### src/rtl/dtcp_regs.vh
`ifndef DTCP_REGS_VH
`define DTCP_REGS_VH
// Register byte addresses on APB
`define DTCP_NARROW_CTRL_ADDR   12'h000
`define DTCP_NARROW_COUNT_ADDR  12'h004
`define DTCP_WIDE_CTRL_ADDR     12'h008
`define DTCP_WIDE_CNT_LOW_ADDR  12'h00c
`define DTCP_WIDE_CNT_HIGH_ADDR 12'h010
`define DTCP_CMPA_LOW_ADDR      12'h014
`define DTCP_CMPA_HIGH_ADDR     12'h018
`define DTCP_CMPB_LOW_ADDR      12'h01c
`define DTCP_CMPB_HIGH_ADDR     12'h020
`define DTCP_CAPT_LOW_ADDR      12'h024
`define DTCP_CAPT_HIGH_ADDR     12'h028
`define DTCP_FLAG_ADDR          12'h02c
`define DTCP_MASK_ADDR          12'h030
// Field positions
`define DTCP_CTC_BIT            3
`define DTCP_PWM_BIT            4
`define DTCP_OVF0_BIT           1
// Clock select codes
`define DTCP_SEL_STOP           3'h0
`define DTCP_SEL_CK             3'h1
`define DTCP_SEL_DIV8           3'h2
`define DTCP_SEL_DIV64          3'h3
`define DTCP_SEL_DIV256         3'h4
`define DTCP_SEL_DIV1024        3'h5
`define DTCP_SEL_EXT_FALL       3'h6
`define DTCP_SEL_EXT_RISE       3'h7
// Prescaler tap bit positions
`define DTCP_TAP8               2
`define DTCP_TAP64              5
`define DTCP_TAP256             7
`define DTCP_TAP1024            9
`define DTCP_RESET_BYTE         8'h00
`endif

### src/rtl/dtcp_top.v
// Notes on behaviour
// One 8-bit and one 16-bit counter, each from internal timebase or pin.
// Both counters share one 10-bit prescaler with independent selections.
// Prescaler taps divide the oscillator clock by 8, 64, 256 and 1024.
// Each counter may also select undivided clock, external source or stop.
// External count input is synchronised on rising core clock edges.
// Pin driver keeps at least one core clock between transitions.
// Narrow overflow flag and enable sit in shared flag and mask registers.
// With clear-on-match-A set, wide counter clears the cycle after a match.
// With clear-on-match-A clear, wide counter ignores compare matches.
// Match detected one core cycle later, so prescaled clear timing differs.
// In PWM mode clear-on-match-A has no effect.
// Wide select: stop, CK, four taps, pin falling, pin rising.
// Pin transitions clock the wide counter even if pin is an output.
// Wide counter accesses pass through one shared byte latch.
// Same latch serves both compare registers and capture register.
// Software guards latch accesses against interrupts.
// Write high byte to latch first; low byte write commits sixteen bits.
// Low byte read latches high byte; high read returns latch.
// After a preset, counting resumes from written value next tick.
// Counters increment per active tick and hold while stopped.
// Narrow wrap sets overflow flag; masked request output raised.
//
// Implementation choices: register access over APB and the register offsets.
`timescale 1ns/1ps
`include "dtcp_regs.vh"
module dtcp_top #(
   parameter PRESCALE_W = 10
) (
   input  wire        SYS_CLK,
   input  wire        RESETN,
   input  wire        PSEL,
   input  wire        PENABLE,
   input  wire        PWRITE,
   input  wire [11:0] PADDR,
   input  wire [31:0] PWDATA,
   output reg  [31:0] PRDATA,
   output wire        PREADY,
   output wire        PSLVERR,
   input  wire        NARROW_EXT_PIN,
   input  wire        WIDE_COUNTER_EXT_PIN,
   input  wire        CAPTURE_STROBE,
   output wire        NARROW_OVF_IRQ,
   output wire        COMPARE_A_MATCH,
   output wire [15:0] WIDE_COUNTER_VALUE
);
   // Timer state and software-visible registers
   reg  [PRESCALE_W-1:0] prescale;
   reg  [PRESCALE_W-1:0] prescale_d;
   reg  [2:0]            narrow_counter_control;
   reg  [7:0]            narrow_count;
   reg  [7:0]            wide_ctrl;
   reg  [15:0]           wide_counter_value;
   reg  [15:0]           wide_compare_a;
   reg  [15:0]           wide_compare_b;
   reg  [15:0]           wide_capture_value;
   reg  [7:0]            byte_latch;
   reg  [7:0]            timer_flag_register;
   reg  [7:0]            timer_mask_register;
   reg                   match_a_d;
   // Pin synchroniser flops, two deep plus an edge history stage
   reg                   n_meta;
   reg                   n_sync;
   reg                   n_prev;
   reg                   w_meta;
   reg                   w_sync;
   reg                   w_prev;
   reg                   c_meta;
   reg                   c_sync;
   reg                   c_prev;
   // Decoded strobes and tick enables
   wire                  wr;
   wire                  rd;
   wire                  narrow_tick;
   wire                  wide_tick;
   wire                  narrow_wrap;
   wire                  match_a;
   wire                  clear_on_match_a;
   wire                  pwm_mode;
   wire                  capture_event;

   // Single-cycle APB slave, unmapped reads return zero
   // No wait states: every register answers in the access phase
   // Unmapped offsets are ignored rather than flagged as errors,
   // so software probing the map never sees a bus fault
   assign PREADY  = 1'b1;
   assign PSLVERR = 1'b0;
   assign wr      = PSEL & PENABLE & PWRITE;
   assign rd      = PSEL & PENABLE & ~PWRITE;

   // Control bit views and registered outputs
   assign clear_on_match_a   = wide_ctrl[`DTCP_CTC_BIT];
   assign pwm_mode           = wide_ctrl[`DTCP_PWM_BIT];
   assign WIDE_COUNTER_VALUE = wide_counter_value;
   assign COMPARE_A_MATCH    = match_a_d;
   // masked overflow request
   assign NARROW_OVF_IRQ     = timer_flag_register[`DTCP_OVF0_BIT] & timer_mask_register[`DTCP_OVF0_BIT];

   // shared free-running prescaler
   // All taps come from this one counter, so both timers stay in phase;
   // a tap switched mid-period may give one short first interval
   always @(posedge SYS_CLK) begin
      if (!RESETN) begin
         prescale <= {PRESCALE_W{1'b0}};
      end else begin
         prescale <= prescale + {{(PRESCALE_W-1){1'b0}}, 1'b1};
      end
   end

   // Last prescaler value, for falling-bit tap detection
   always @(posedge SYS_CLK) begin
      if (!RESETN) begin
         prescale_d <= {PRESCALE_W{1'b0}};
      end else begin
         prescale_d <= prescale;
      end
   end

   // narrow pin: two flops, then an edge history flop
   // Only the second and third flops feed logic; the first may be metastable
   always @(posedge SYS_CLK) begin
      if (!RESETN) begin
         n_meta <= 1'b0;
         n_sync <= 1'b0;
         n_prev <= 1'b0;
      end else begin
         n_meta <= NARROW_EXT_PIN;
         n_sync <= n_meta;
         n_prev <= n_sync;
      end
   end

   // wide pin sampled alike, whatever its direction
   always @(posedge SYS_CLK) begin
      if (!RESETN) begin
         w_meta <= 1'b0;
         w_sync <= 1'b0;
         w_prev <= 1'b0;
      end else begin
         w_meta <= WIDE_COUNTER_EXT_PIN;
         w_sync <= w_meta;
         w_prev <= w_sync;
      end
   end

   // Capture strobe; reset level 0 matches an idle low pin, so no false edge
   always @(posedge SYS_CLK) begin
      if (!RESETN) begin
         c_meta <= 1'b0;
         c_sync <= 1'b0;
         c_prev <= 1'b0;
      end else begin
         c_meta <= CAPTURE_STROBE;
         c_sync <= c_meta;
         c_prev <= c_sync;
      end
   end

   // Rising edge of the synchronised strobe
   assign capture_event = c_sync & ~c_prev;

   // Tap enable: one pulse when a prescaler bit falls, i.e. every 2^(n+1) clocks
   // Pin modes use the synchronised level, so a pin count lags the pin
   // edge by three core cycles; pin levels held for less than one core cycle may be lost
   // Unused select codes fall to the stopped case
   function tick_of;
      input [2:0]            sel;
      input [PRESCALE_W-1:0] now;
      input [PRESCALE_W-1:0] was;
      input                  pin_now;
      input                  pin_was;
      begin
         case (sel)
            `DTCP_SEL_STOP:     tick_of = 1'b0;
            `DTCP_SEL_CK:       tick_of = 1'b1;
            `DTCP_SEL_DIV8:     tick_of = was[`DTCP_TAP8] & ~now[`DTCP_TAP8];
            `DTCP_SEL_DIV64:    tick_of = was[`DTCP_TAP64] & ~now[`DTCP_TAP64];
            `DTCP_SEL_DIV256:   tick_of = was[`DTCP_TAP256] & ~now[`DTCP_TAP256];
            `DTCP_SEL_DIV1024:  tick_of = was[`DTCP_TAP1024] & ~now[`DTCP_TAP1024];
            `DTCP_SEL_EXT_FALL: tick_of = pin_was & ~pin_now;
            `DTCP_SEL_EXT_RISE: tick_of = ~pin_was & pin_now;
            default:            tick_of = 1'b0;
         endcase
      end
   endfunction

   // per-counter source selection
   assign narrow_tick = tick_of(narrow_counter_control, prescale, prescale_d, n_sync, n_prev);
   // wide select, pin read regardless of direction
   assign wide_tick   = tick_of(wide_ctrl[2:0], prescale, prescale_d, w_sync, w_prev);
   assign narrow_wrap = narrow_tick & (narrow_count == 8'hff);
   // Compare only on counting, so a preset to the compare value matches on the next tick, not on the write
   assign match_a     = wide_tick & (wide_counter_value == wide_compare_a);

   // narrow source select register
   // Takes effect at once; a pending tap phase is not reset
   always @(posedge SYS_CLK) begin
      if (!RESETN) begin
         narrow_counter_control <= 3'h0;
      end else if (wr && PADDR == `DTCP_NARROW_CTRL_ADDR) begin
         narrow_counter_control <= PWDATA[2:0];
      end
   end

   // narrow counter; software write wins over a tick
   // A write on a tick edge drops that tick rather than mixing values
   always @(posedge SYS_CLK) begin
      if (!RESETN) begin
         narrow_count <= `DTCP_RESET_BYTE;
      end else if (wr && PADDR == `DTCP_NARROW_COUNT_ADDR) begin
         narrow_count <= PWDATA[7:0];
      end else if (narrow_tick) begin
         narrow_count <= narrow_count + 8'h01;
      end
   end

   // shared mask register
   // Only bit 1 drives a request; other bits are stored for software
   always @(posedge SYS_CLK) begin
      if (!RESETN) begin
         timer_mask_register <= `DTCP_RESET_BYTE;
      end else if (wr && PADDR == `DTCP_MASK_ADDR) begin
         timer_mask_register <= PWDATA[7:0];
      end
   end

   // shared flag register; hardware set beats write-one clear
   // Losing a wrap that meets a clear would hide an overflow from software
   always @(posedge SYS_CLK) begin
      if (!RESETN) begin
         timer_flag_register <= `DTCP_RESET_BYTE;
      end else if (narrow_wrap) begin
         timer_flag_register[`DTCP_OVF0_BIT] <= 1'b1;
      end else if (wr && PADDR == `DTCP_FLAG_ADDR && PWDATA[`DTCP_OVF0_BIT]) begin
         timer_flag_register[`DTCP_OVF0_BIT] <= 1'b0;
      end
   end

   // match seen one core cycle after the counting edge
   // The registered pulse keeps the clear one cycle behind the count
   always @(posedge SYS_CLK) begin
      if (!RESETN) begin
         match_a_d <= 1'b0;
      end else begin
         match_a_d <= match_a;
      end
   end

   // Wide control register: select, clear-on-match-A, PWM mode
   // Upper bits are stored but have no function here
   always @(posedge SYS_CLK) begin
      if (!RESETN) begin
         wide_ctrl <= 8'h00;
      end else if (wr && PADDR == `DTCP_WIDE_CTRL_ADDR) begin
         wide_ctrl <= PWDATA[7:0];
      end
   end

   // one shared byte latch for all wide registers
   // High-byte writes park here; low-byte reads of count or capture
   // load it, so a later high read returns the same sample
   // Hazard: any other latch user in between spoils a pending pair
   always @(posedge SYS_CLK) begin
      if (!RESETN) begin
         byte_latch <= 8'h00;
      end else if (wr && (PADDR == `DTCP_WIDE_CNT_HIGH_ADDR || PADDR == `DTCP_CMPA_HIGH_ADDR
                          || PADDR == `DTCP_CMPB_HIGH_ADDR || PADDR == `DTCP_CAPT_HIGH_ADDR)) begin
         byte_latch <= PWDATA[7:0];
      end else if (rd && PADDR == `DTCP_WIDE_CNT_LOW_ADDR) begin
         byte_latch <= wide_counter_value[15:8];
      end else if (rd && PADDR == `DTCP_CAPT_LOW_ADDR) begin
         byte_latch <= wide_capture_value[15:8];
      end
   end

   // low-byte compare writes commit sixteen bits at once
   // Compare B is only stored; no action hangs off it here
   // A lone low write uses whatever the latch last held
   always @(posedge SYS_CLK) begin
      if (!RESETN) begin
         wide_compare_a <= 16'h0000;
         wide_compare_b <= 16'h0000;
      end else begin
         if (wr && PADDR == `DTCP_CMPA_LOW_ADDR) begin
            wide_compare_a <= {byte_latch, PWDATA[7:0]};
         end
         if (wr && PADDR == `DTCP_CMPB_LOW_ADDR) begin
            wide_compare_b <= {byte_latch, PWDATA[7:0]};
         end
      end
   end

   // Capture copies the live count on a synchronised strobe edge
   // Software cannot write it; high-byte writes only load the latch
   always @(posedge SYS_CLK) begin
      if (!RESETN) begin
         wide_capture_value <= 16'h0000;
      end else if (capture_event) begin
         wide_capture_value <= wide_counter_value;
      end
   end

   // Wide counter: preset beats clear, clear beats counting
   // A preset on a match cycle wins, so software keeps control
   // The clear uses the delayed match, one core cycle after the tick
   always @(posedge SYS_CLK) begin
      if (!RESETN) begin
         wide_counter_value <= 16'h0000;
      end else if (wr && PADDR == `DTCP_WIDE_CNT_LOW_ADDR) begin
         // preset wins; next tick counts on from it
         wide_counter_value <= {byte_latch, PWDATA[7:0]};
      end else if (match_a_d && clear_on_match_a && !pwm_mode) begin
         // clear after compare A match, not in PWM
         wide_counter_value <= 16'h0000;
      end else if (wide_tick) begin
         // plain counting otherwise
         wide_counter_value <= wide_counter_value + 16'h0001;
      end
   end

   // Read mux, registered data is presented combinationally in access phase
   // High halves of count and capture come from the latch, so a
   // low-first read pair is coherent; compare highs read directly
   // Data stays zero outside a read so the bus idles quietly
   always @* begin
      PRDATA = 32'h0000_0000;
      if (rd) begin
         case (PADDR)
            `DTCP_NARROW_CTRL_ADDR:   PRDATA = {29'h0, narrow_counter_control};
            `DTCP_NARROW_COUNT_ADDR:  PRDATA = {24'h0, narrow_count};
            `DTCP_WIDE_CTRL_ADDR:     PRDATA = {24'h0, wide_ctrl};
            `DTCP_WIDE_CNT_LOW_ADDR:  PRDATA = {24'h0, wide_counter_value[7:0]};
            `DTCP_WIDE_CNT_HIGH_ADDR: PRDATA = {24'h0, byte_latch};
            `DTCP_CMPA_LOW_ADDR:      PRDATA = {24'h0, wide_compare_a[7:0]};
            `DTCP_CMPA_HIGH_ADDR:     PRDATA = {24'h0, wide_compare_a[15:8]};
            `DTCP_CMPB_LOW_ADDR:      PRDATA = {24'h0, wide_compare_b[7:0]};
            `DTCP_CMPB_HIGH_ADDR:     PRDATA = {24'h0, wide_compare_b[15:8]};
            `DTCP_CAPT_LOW_ADDR:      PRDATA = {24'h0, wide_capture_value[7:0]};
            `DTCP_CAPT_HIGH_ADDR:     PRDATA = {24'h0, byte_latch};
            `DTCP_FLAG_ADDR:          PRDATA = {24'h0, timer_flag_register};
            `DTCP_MASK_ADDR:          PRDATA = {24'h0, timer_mask_register};
            default:                  PRDATA = 32'h0000_0000;
         endcase
      end
   end
endmodule

### config.mk
export PLATFORM = sky130hd
export DESIGN_NAME = dtcp_top
export DESIGN_NICKNAME = d
export VERILOG_FILES = /design/src/rtl/dtcp_top.v
export VERILOG_INCLUDE_DIRS = /design/src /design/src/rtl
export SDC_FILE = /design/constraint.sdc
export NUM_CORES = 1
export LEC_CHECK = 0
export ABC_AREA = 0
export BUFFER_PORTS_ARGS = -buffer_cell sky130_fd_sc_hd__clkbuf_2
export CAP_MARGIN = 20
export CORE_AREA = 2 2 145 147
export CTS_CLUSTER_DIAMETER = 30
export CTS_CLUSTER_SIZE = 30
export DETAILED_ROUTE_END_ITERATION = 10
export DIE_AREA = 0 0 147 149
export GPL_TIMING_DRIVEN = 1
export HOLD_SLACK_MARGIN = 0.1
export SYNTH_ARGS = -nofsm -noshare
export SYNTH_HDL_FRONTEND = slang
export SYNTH_SLANG_ARGS = --single-unit
### constraint.sdc
create_clock -name SYS_CLK -period 4.7 [get_ports SYS_CLK]
set_input_delay 1.41 -clock SYS_CLK [delete_from_list [all_inputs] [get_ports SYS_CLK]]
set_output_delay 1.41 -clock SYS_CLK [all_outputs]
set_load 0.02 [all_outputs]
-- Word level (Yosys, flattened, before mapping)
Index checks and enable logic that the tools add are counted.
- input port bits: 52
- memories: 0
- memory bits (writable): 0
- register bits after elaboration: 130
- latch bits: 0
- bits in read-only memories: 0
- output and inout bits: 52
- word-level logic and storage cells: 118
- magnitude comparators: 0
- multipliers: 0
- shift operators: 0
- div/mod/pow operators: 0
- add/sub/neg operators: 3
- reductions and logical operators: 26
- bitwise logic cells: 25
- multiplexer cells: 14
- equality and inequality tests: 28
- operators by type and width (operator ; number):
    $pmux 8 s12 ; 1
    $eq 12x6->1 const B ; 5
    $eq 12x5->1 const B ; 4
    $mux 16 ; 3
    $mux 8 ; 6
    $eq 12x4->1 const B ; 2
    $eq 3x3->1 const B ; 8
    $add 16x1->16 const B ; 1
    $eq 16x16->1 ; 1
    $pmux 1 s8 ; 2
    $and 1x1->1 ; 15
    $logic_and 1x1->1 ; 14
    $eq 12x3->1 const B ; 1
    $eq 3x2->1 const B ; 4
    $logic_not 12->1 ; 1
    $add 10x1->10 const B ; 1
    $not 1->1 ; 10
    $add 8x1->8 const B ; 1
    $eq 8x8->1 const B ; 1
    $eq 3x1->1 const B ; 2
    $logic_not 3->1 ; 2
    $reduce_bool 3->1 ; 2
    $reduce_bool 2->1 ; 2
    $logic_or 1x1->1 ; 3
    other kinds (3) ; 4

-- Depth between registers and ports, before layout
Gate-level depths: netlist of the first run.
- depth in word-level cells: 6
- depth in mapped cells: 9

-- Worst setup path before layout of the first run
OpenSTA, ideal clock, no wires.
- path type: input to output
- start point: input PADDR[1]
- end point: output PRDATA[1]
- required time: 3.290 ns
- setup slack: 0.034 ns
- stages: 6
- arrival: 3.256 ns
- cells stage by stage: clkbuf_1 > or4_1 > nor4_2 > buf_2 > nand2_1 > a41oi_1
- longest elaborated chain between the ends: 4
- RTL lines (what ; line ; text):
    start: declaration ; dtcp_top.v:35 ; input wire [11:0] PADDR,
    $eq 12x5->1 / $eq 12x6->1 (equally long branches) ; dtcp_top.v:328 ; case (PADDR)
    $reduce_or 2->1 (no line) ; -- ;
    $pmux 8 s12 * ; dtcp_top.v:328 ;
    $mux 8 * ; dtcp_top.v:327 ; if (rd) begin
    end: declaration ; dtcp_top.v:37 ; output reg [31:0] PRDATA,
Mark *: on every way between the ends. The rest lies on a longest branch, timed or not.

-- Final worst setup path of the first run
- start point: input PADDR[4]
- end point: output PRDATA[0]
The elaborated chain is that of the path after synthesis.

==> results of run 1 <==
state kept, by name, summed over array words and instances, names as in the netlist, 3 cells and up:
| signal | cells |
|---|---|
| WIDE_COUNTER_VALUE | 16 |
| wide_capture_value | 16 |
| wide_compare_a | 16 |
| wide_compare_b | 16 |
| prescale | 10 |
| byte_latch | 8 |
| narrow_count | 8 |
| timer_mask_register | 8 |
| wide_ctrl | 8 |
| prescale_d | 4 |
| narrow_counter_control | 3 |
power by group:
group          switching, W  total (W)  internal (W)
Combinational      0.000105   0.000140     0.0000356
Clock              0.000478    0.00131      0.000829
Sequential       0.00000326    0.00106       0.00106
kinds of logic after synthesis:
logic type / Yosys count / synth area share
XOR/XNOR: 24 / 0.0301
adder cells (fa/ha/maj): 3 / 0.00537
buffers and inverters: 102 / 0.0773
flip-flops: 124 / 0.355
AND/OR/NAND/NOR: 326 / 0.250
multiplexers: 49 / 0.0719
AO/OA/AOI/OAI: 208 / 0.209
other: 2 / 0.00107
cell type report:
cell class | instances | area, um^2 | area share
Timing Repair Buffer | 100 | 631 | 0.0774
Clock inverter | 6 | 86.3 | 0.0106
Tap cell | 275 | 344 | 0.0422
Multi-Input combinational cell | 636 | 4080 | 0.501
Sequential cell | 124 | 2480 | 0.305
Inverter | 8 | 30.0 | 0.00369
Clock buffer | 24 | 492 | 0.0604
per-stage QoR:
| stage | instances | setup WS [ps] | power, W | util | area, um^2 |
|---|---|---|---|---|---|
| after floorplan | 862 | 34.4 | 0.00118 | - | 7080 |
| after global placement | 1141 | 45.0 | 0.00122 | 0.367 | 7540 |
| after detailed placement | 1141 | 48.0 | 0.00122 | 0.367 | 7540 |
| after CTS | 1171 | 20.6 | 0.00251 | 0.395 | 8120 |
| after global routing | 1173 | 13.4 | 0.00258 | 0.396 | 8150 |
| final | 1173 | 47.3 | 0.00251 | 0.396 | 8150 |
layer usage:
metal,global-route usage,wire [um],up-vias
met5,0,0,-
met4,0.0986,827,0
met3,0.0563,2180,55
met2,0.332,10300,356
met1,0.303,10800,3266
li1,-,-,3163
how the worst max path moves through the flow:
stage                     startpoint        end  slack, ps
after floorplan             PADDR[1]  PRDATA[1]         30
after global placement      PADDR[5]  PRDATA[5]         50
after detailed placement    PADDR[4]  PRDATA[5]         50
after CTS                   PADDR[4]  PRDATA[5]         20
after global routing        PADDR[4]  PRDATA[0]         10
final                       PADDR[4]  PRDATA[0]         50
worst max-delay path: stages:
cell and delay (ps):
clkbuf_2 90, buf_4 150, buf_4 170, nor2b_1 160
mux2i_1 210, nor4_2 60, buf_4 170, a221oi_1 450
a31oi_1 180, clkbuf_2 190
synth_stat cells, drive strengths merged (6+ instances only):
| library cell | instances |
|---|---|
| a22o | 6 |
| nand3 | 55 |
| o21ai | 27 |
| dfxtp | 124 |
| o41ai | 7 |
| nand2 | 88 |
| clkbuf | 51 |
| or4 | 8 |
| inv | 8 |
| a31oi | 11 |
| xor2 | 22 |
| a21oi | 60 |
| a22oi | 12 |
| and2 | 17 |
| nor4 | 25 |
| mux2 | 10 |
| and3 | 14 |
| nor2 | 61 |
| buf | 43 |
| nand4 | 14 |
| mux2i | 39 |
| nor2b | 10 |
| nor3 | 9 |
| a32oi | 6 |
| o2111ai | 7 |
| a211oi | 14 |
what timing repair did:
action	CTS	global route
setup buffers	0	2
gates resized for setup	0	2
setup endpoints to repair	0	3
==> results by stage, run 1 <==
Logic synthesis:
- The gate count of the mapped netlist is 838.
- The warning count from the yosys run is 0.
- dfxtp_1 takes more of the synthesized area than any other cell.
- The number of enable-type register cells in the synthesized netlist is 0.
- The share of flip-flops with an asynchronous set or reset after synthesis is 0.
- The most used flip-flop cell after synthesis is dfxtp_1.
- Averaged over all synthesized cells, the footprint is 8.35 um^2.
- In the post-synthesis netlist, the biggest area contributors are dfxtp_1, mux2i_1, nand2_1.
- The sequential element share of the synthesized area is 0.355.
- The number of synthesized register bits is approximately 120.
- Of the post-synthesis cell area, the dominant cell type holds 0.355.
- The distinct cell type count after synthesis is roughly 80.
- The cell area after synthesis is between 6000 and 7000 um^2.

Timing:
- The clock period minus final worst setup slack is 4650 ps.
- The number of max-slew violations in the final report is 0.
- The final hold violation count came to 0.
- The clock arrives with 8.75 ps of skew.
- Summed over all failing endpoints, the final setup total negative slack is 0 ps.
- The actual slew at the worst max-slew pin is 899 ps.
- The final number of setup-violating endpoints is 0.
- Setup repair after global routing left no endpoint under its margin.
- Hold timing on the final database bottoms out at a slack of about 430 ps.
- The worst pin sits at a relative slew slack of 0.401.
- The maximum clock rate is 215 MHz.
- The post-route clock period utilization is 0.990.

Setup path:
- The type of element capturing the critical path is an output pin.
- The worst endpoint required time is between 3000 and 4000 ps.
- The origin of the critical flop-to-flop path is wide_ctrl[1]$_SDFFE_PN0P_.
- The depth of the most critical reg-to-reg path is 5.
- The category of the critical setup timing path is primary input to output pin.
- The capture point of the worst reg-to-reg path is WIDE_COUNTER_VALUE[15]$_SDFFE_PN0P_.
- STA classifies the critical path startpoint as a primary input.
- Data on the critical path arrives at its endpoint at 3240 ps.
- Along the worst path, the maximum fanout reaches 9.
- The worst-case register-to-register setup slack is 2290 ps.

Floorplan:
- The core box area is around 21000 um^2.
- The die is roughly 150 um wide.
- The height of the die is 149 um.
- For this design the top-level I/O count stands at 104.
- The floorplan die area is 21900 um^2.
- The floorplan row count is 53.
- The starting density of the core is 0.340.

Min path:
- The worst min-delay path class is flip-flop to flip-flop.
- The count of cells along the worst hold path is 1.
- The end point of the worst hold path is w_sync$_SDFF_PN0_.
- The worst hold path begins at w_meta$_SDFF_PN0_.

Clock network:
- The count of hold buffers inserted by post-cts repair is 0.
- Clock-pin slew was measured on the worst setup and hold paths at 50 ps.
- The count of H-tree levels built during CTS is 4.
- TritonCTS built the clock tree.
- The clock sink total is 124.
- The CTS buffer count is 17.
- The clock latency reported for the late side of the worst-skew pair is 430 ps.
- The largest buffer count on any clock path is 2.
- The cell sitting at the root of the clock tree is a clkbuf_16.

Pwr:
- For this design the ratio of total power to cell area is 308 nW/um^2.
- Summed over all cells, the static leakage comes to 3.27 nW.
- VDD sags by at most 250 uV.

Drt:
- The DRC violation count after routing is 0.
- The iteration-0 DRC count of the detailed router is 793.
- The final wirelength is 24.1 mm.
- After detailed routing, the average wire length per cell comes to 20.6 um.
- The count of nets left with antenna violations once routing finished came out at 0.
- The first detailed-routing pass took 5 iterations.
- Using the TritonRoute via totals, the vias-per-cell ratio works out to between 5 and 6.
- For this block, the via count after detailed routing is 6840.

Finish:
- After the last flow step, the layout net total stands at 942.
- The number of fillers in the final layout is 2142.
- The area growth from synthesis to layout is 16.5%.
- Leaving out fill and tap cells, the most frequent cell in the layout is dfxtp_1.
- The share of post-route cells with drive strength above 1 is 0.187.
- In the layout the commonest cells are dfxtp_1, nand2_1, nor2_1, a21oi_1, nand3_1.
- The repair_antennas step left the layout with diodes totalling 0.

GRT:
- The initial antenna violation count was 0.
- The remaining global-route overflow is 0.
- The all-layer global routing usage is 0.222.
- Entering global routing, the biggest net connects 46 pins.
- The first global-routing pass estimated approximately 37 mm of wire.
- The number of global-route vias before repair is between 6000 and 7000.

Place:
- Detailed placement ended at an HPWL of 17.1 mm.
- The final estimated routing congestion in global placement is 0.980.
- In this run the tool buffered the top-level ports with 53 buffer cells.

Run:
- The tool flagged a number of max-cap violations equal to 0.

Outcome:
- The flow ran to the end, and the final reports show no timing, DRC or antenna violations.
Note: power is estimated with default switching activity, not from simulation.
==> run 2: changes to the inputs <==
--- a/config.mk
+++ b/config.mk
@@ -16,6 +16,7 @@
 export DIE_AREA = 0 0 147 149
 export GPL_TIMING_DRIVEN = 1
 export HOLD_SLACK_MARGIN = 0.1
+export PLACE_DENSITY_LB_ADDON = 0.1
 export SYNTH_ARGS = -nofsm -noshare
 export SYNTH_HDL_FRONTEND = slang
 export SYNTH_SLANG_ARGS = --single-unit
==> results by stage, run 2 (synthesis gave the netlist of run 1 again) <==
Timing:
- The final hold violation count is 0.
- The number of max-slew violations in the final report is 0.
- Headroom to the max-slew limit came out at 0.395.
- Of the available clock period, the critical path in the final layout requires 0.985.
- Setup total negative slack on the finished layout was measured at 0 ps.
- Subtracting the final worst setup slack from the clock period gives around 4600 ps.
- Between clock sinks in the finished design, the worst skew comes to between 6 and 7 ps.
- For the pin with the worst max-slew slack, the measured transition is 905 ps.
- Setup violations remaining at the end of the flow were counted as 0.
- Setup repair after global routing left no endpoint under its margin.
- The final hold slack is 432 ps.
- The maximum clock rate is 216 MHz.

Place:
- The placement-stage cell area is 7590 um^2.
- In this run the tool buffered the top-level ports with 53 buffer cells.
- The final estimated routing congestion in global placement is 0.961.
- After legalization and detailed placement, the total HPWL measured 18.7 mm.

Pwr:
- The completed layout was analyzed and its total power is roughly 0.0026 W.
- The worst vdd rail ir drop is 239 uV.
- The static power due to leakage is roughly 3.3 nW.
- The power density over the cells is 320 nW/um^2.

Min path:
- In this run the most critical hold path is launched from w_meta$_SDFF_PN0_.
- The end point of the worst hold path is w_sync$_SDFF_PN0_.
- In this run the worst hold path is classified as flip-flop to flip-flop.
- Counting instances, the worst hold path has a depth of 1.

Clock network:
- The CTS buffer count is 17.
- The clock reaches the later pin of the worst-skew pair after 420 ps.
- The clock tree from TritonCTS is built.
- The number of post-CTS setup repair buffers is 0.
- The largest buffer count on any clock path is 2.
- Clock-pin slew was measured on the worst setup and hold paths at 60 ps.
- The tree is rooted in a clkbuf_16.
- The count of H-tree levels built during CTS is 4.
- The clock sink total is 124.

Finish:
- Of the cells placed in the final design, the portion with a size suffix greater than 1 is 0.200.
- Leaving out fill and tap cells, the most frequent cell in the layout is dfxtp_1.
- The area growth from synthesis to layout is 18.2%.
- At the end of the flow the core is filled with cells to 0.402.
- The library cells used most frequently in the layout, excluding fill and tap cells, are dfxtp_1, nand2_1, nor2_1, a21oi_1, nand3_1.
- The total inserted antenna cells is 0.
- The final layout contains 947 nets.
- The finished cells cover 8270 um^2.

Drt:
- The number of vias per cell is 5.83.
- The first detailed-routing pass ran for 6 iterations.
- In this run, the number of DRC markers left after iteration 0 of detailed routing was 725.
- The DRC violation count after routing is 0.
- The overall via count from detail_route is 6884.
- The final wirelength is 26.3 mm.
- Dividing the detail-routed wire length by the instance count gives 22.3 um.
- The residual antenna-violating net count after detailed routing is 0.

Setup path:
- The category of the critical setup timing path is primary input to output pin.
- In this run the critical register-to-register path is launched from wide_ctrl[1]$_SDFFE_PN0P_.
- The worst-case register-to-register setup slack is 2320 ps.
- For the worst setup path, the data arrival time is 3220 ps.
- The worst setup path is launched from a primary input.
- The worst setup path is captured at an output pin.
- The highest fanout seen on the critical path is 7.
- For the worst flop-to-flop path, the logic depth is 5.
- The worst endpoint required time is roughly 3300 ps.
- The capture point of the worst reg-to-reg path is WIDE_COUNTER_VALUE[15]$_SDFFE_PN0P_.

GRT:
- The number of global-route vias before repair is 6451.
- Summed over all layers, the global routing overflow is 0.
- The wire length of the first global-routing pass is 39.7 mm.
- Entering global routing, the biggest net connects 47 pins.
- The initial antenna violation count came to 0.
- Across every metal layer, demand over resource in global routing totals 0.241.

Floorplan:
- The boundary pin count is roughly 100.
- From left edge to right edge, the die measures 147 um.
- The core box area is 20600 um^2.
- The floorplan has 53 rows.
- The die is 149 um tall.
- The die covers 21900 um^2.
- The starting density of the core is 0.340.

Outcome:
- The run finished with clean final reports.

Run:
- Across the run, the number of max-cap violations was 0.
[run 2: area by class of cell]
cell class | instances | area [um^2]
fillers | 2125 | 12300
multi-input cells | 636 | 4100
flip-flops and latches | 124 | 2480
repair buffers | 105 | 668
clock buffers | 19 | 453
well taps | 275 | 344
clock inverters | 13 | 188
inverters | 8 | 30.0
[run 2: stage by stage]
step	worst slack, ps	instances
detailed placement	65.9	1148
CTS	55.7	1180
global route	39.9	1180
finish	71.3	1180
floorplan	34.4	862
global placement	92.9	1148
[run 2: where the power goes]
part	internal, W	switching (W)	total (W)	leakage, nW
Sequential	0.00106	0.00000322	0.00106	1.00
Combinational	0.0000371	0.000109	0.000146	2.02
Clock	0.000919	0.000522	0.00144	0.306
Total	0.00201	0.000635	0.00265	3.32
[run 2: what timing repair did]
item,CTS,global route
hold endpoints to repair,0,0
resized for setup,0,5
hold buffers,0,0
setup endpoints to repair,0,3
[run 2: worst max-delay path by stage]
stage / from / end / slack (ps)
floorplan: PADDR[1] / PRDATA[1] / 30
global placement: PADDR[9] / PRDATA[1] / 90
detailed placement: PADDR[9] / PRDATA[6] / 70
CTS: PADDR[9] / PRDATA[6] / 60
global route: PADDR[4] / PRDATA[5] / 40
finish: PADDR[9] / PRDATA[1] / 70
[run 2: metal layers]
| layer | track usage | part of all wire | vias up |
|---|---|---|---|
| met5 | 0 | 0 | - |
| met4 | 0.0885 | 0.030 | 0 |
| met3 | 0.0450 | 0.069 | 50 |
| met2 | 0.373 | 0.44 | 324 |
| met1 | 0.335 | 0.46 | 3338 |
| li1 | - | - | 3172 |
[run 2: critical path, cell delays in order]
cell and delay (ps):
clkbuf_2 110, or4_4 620, buf_4 210, nor2_1 230, a22oi_1 140, a41oi_2 280
clkbuf_2 220
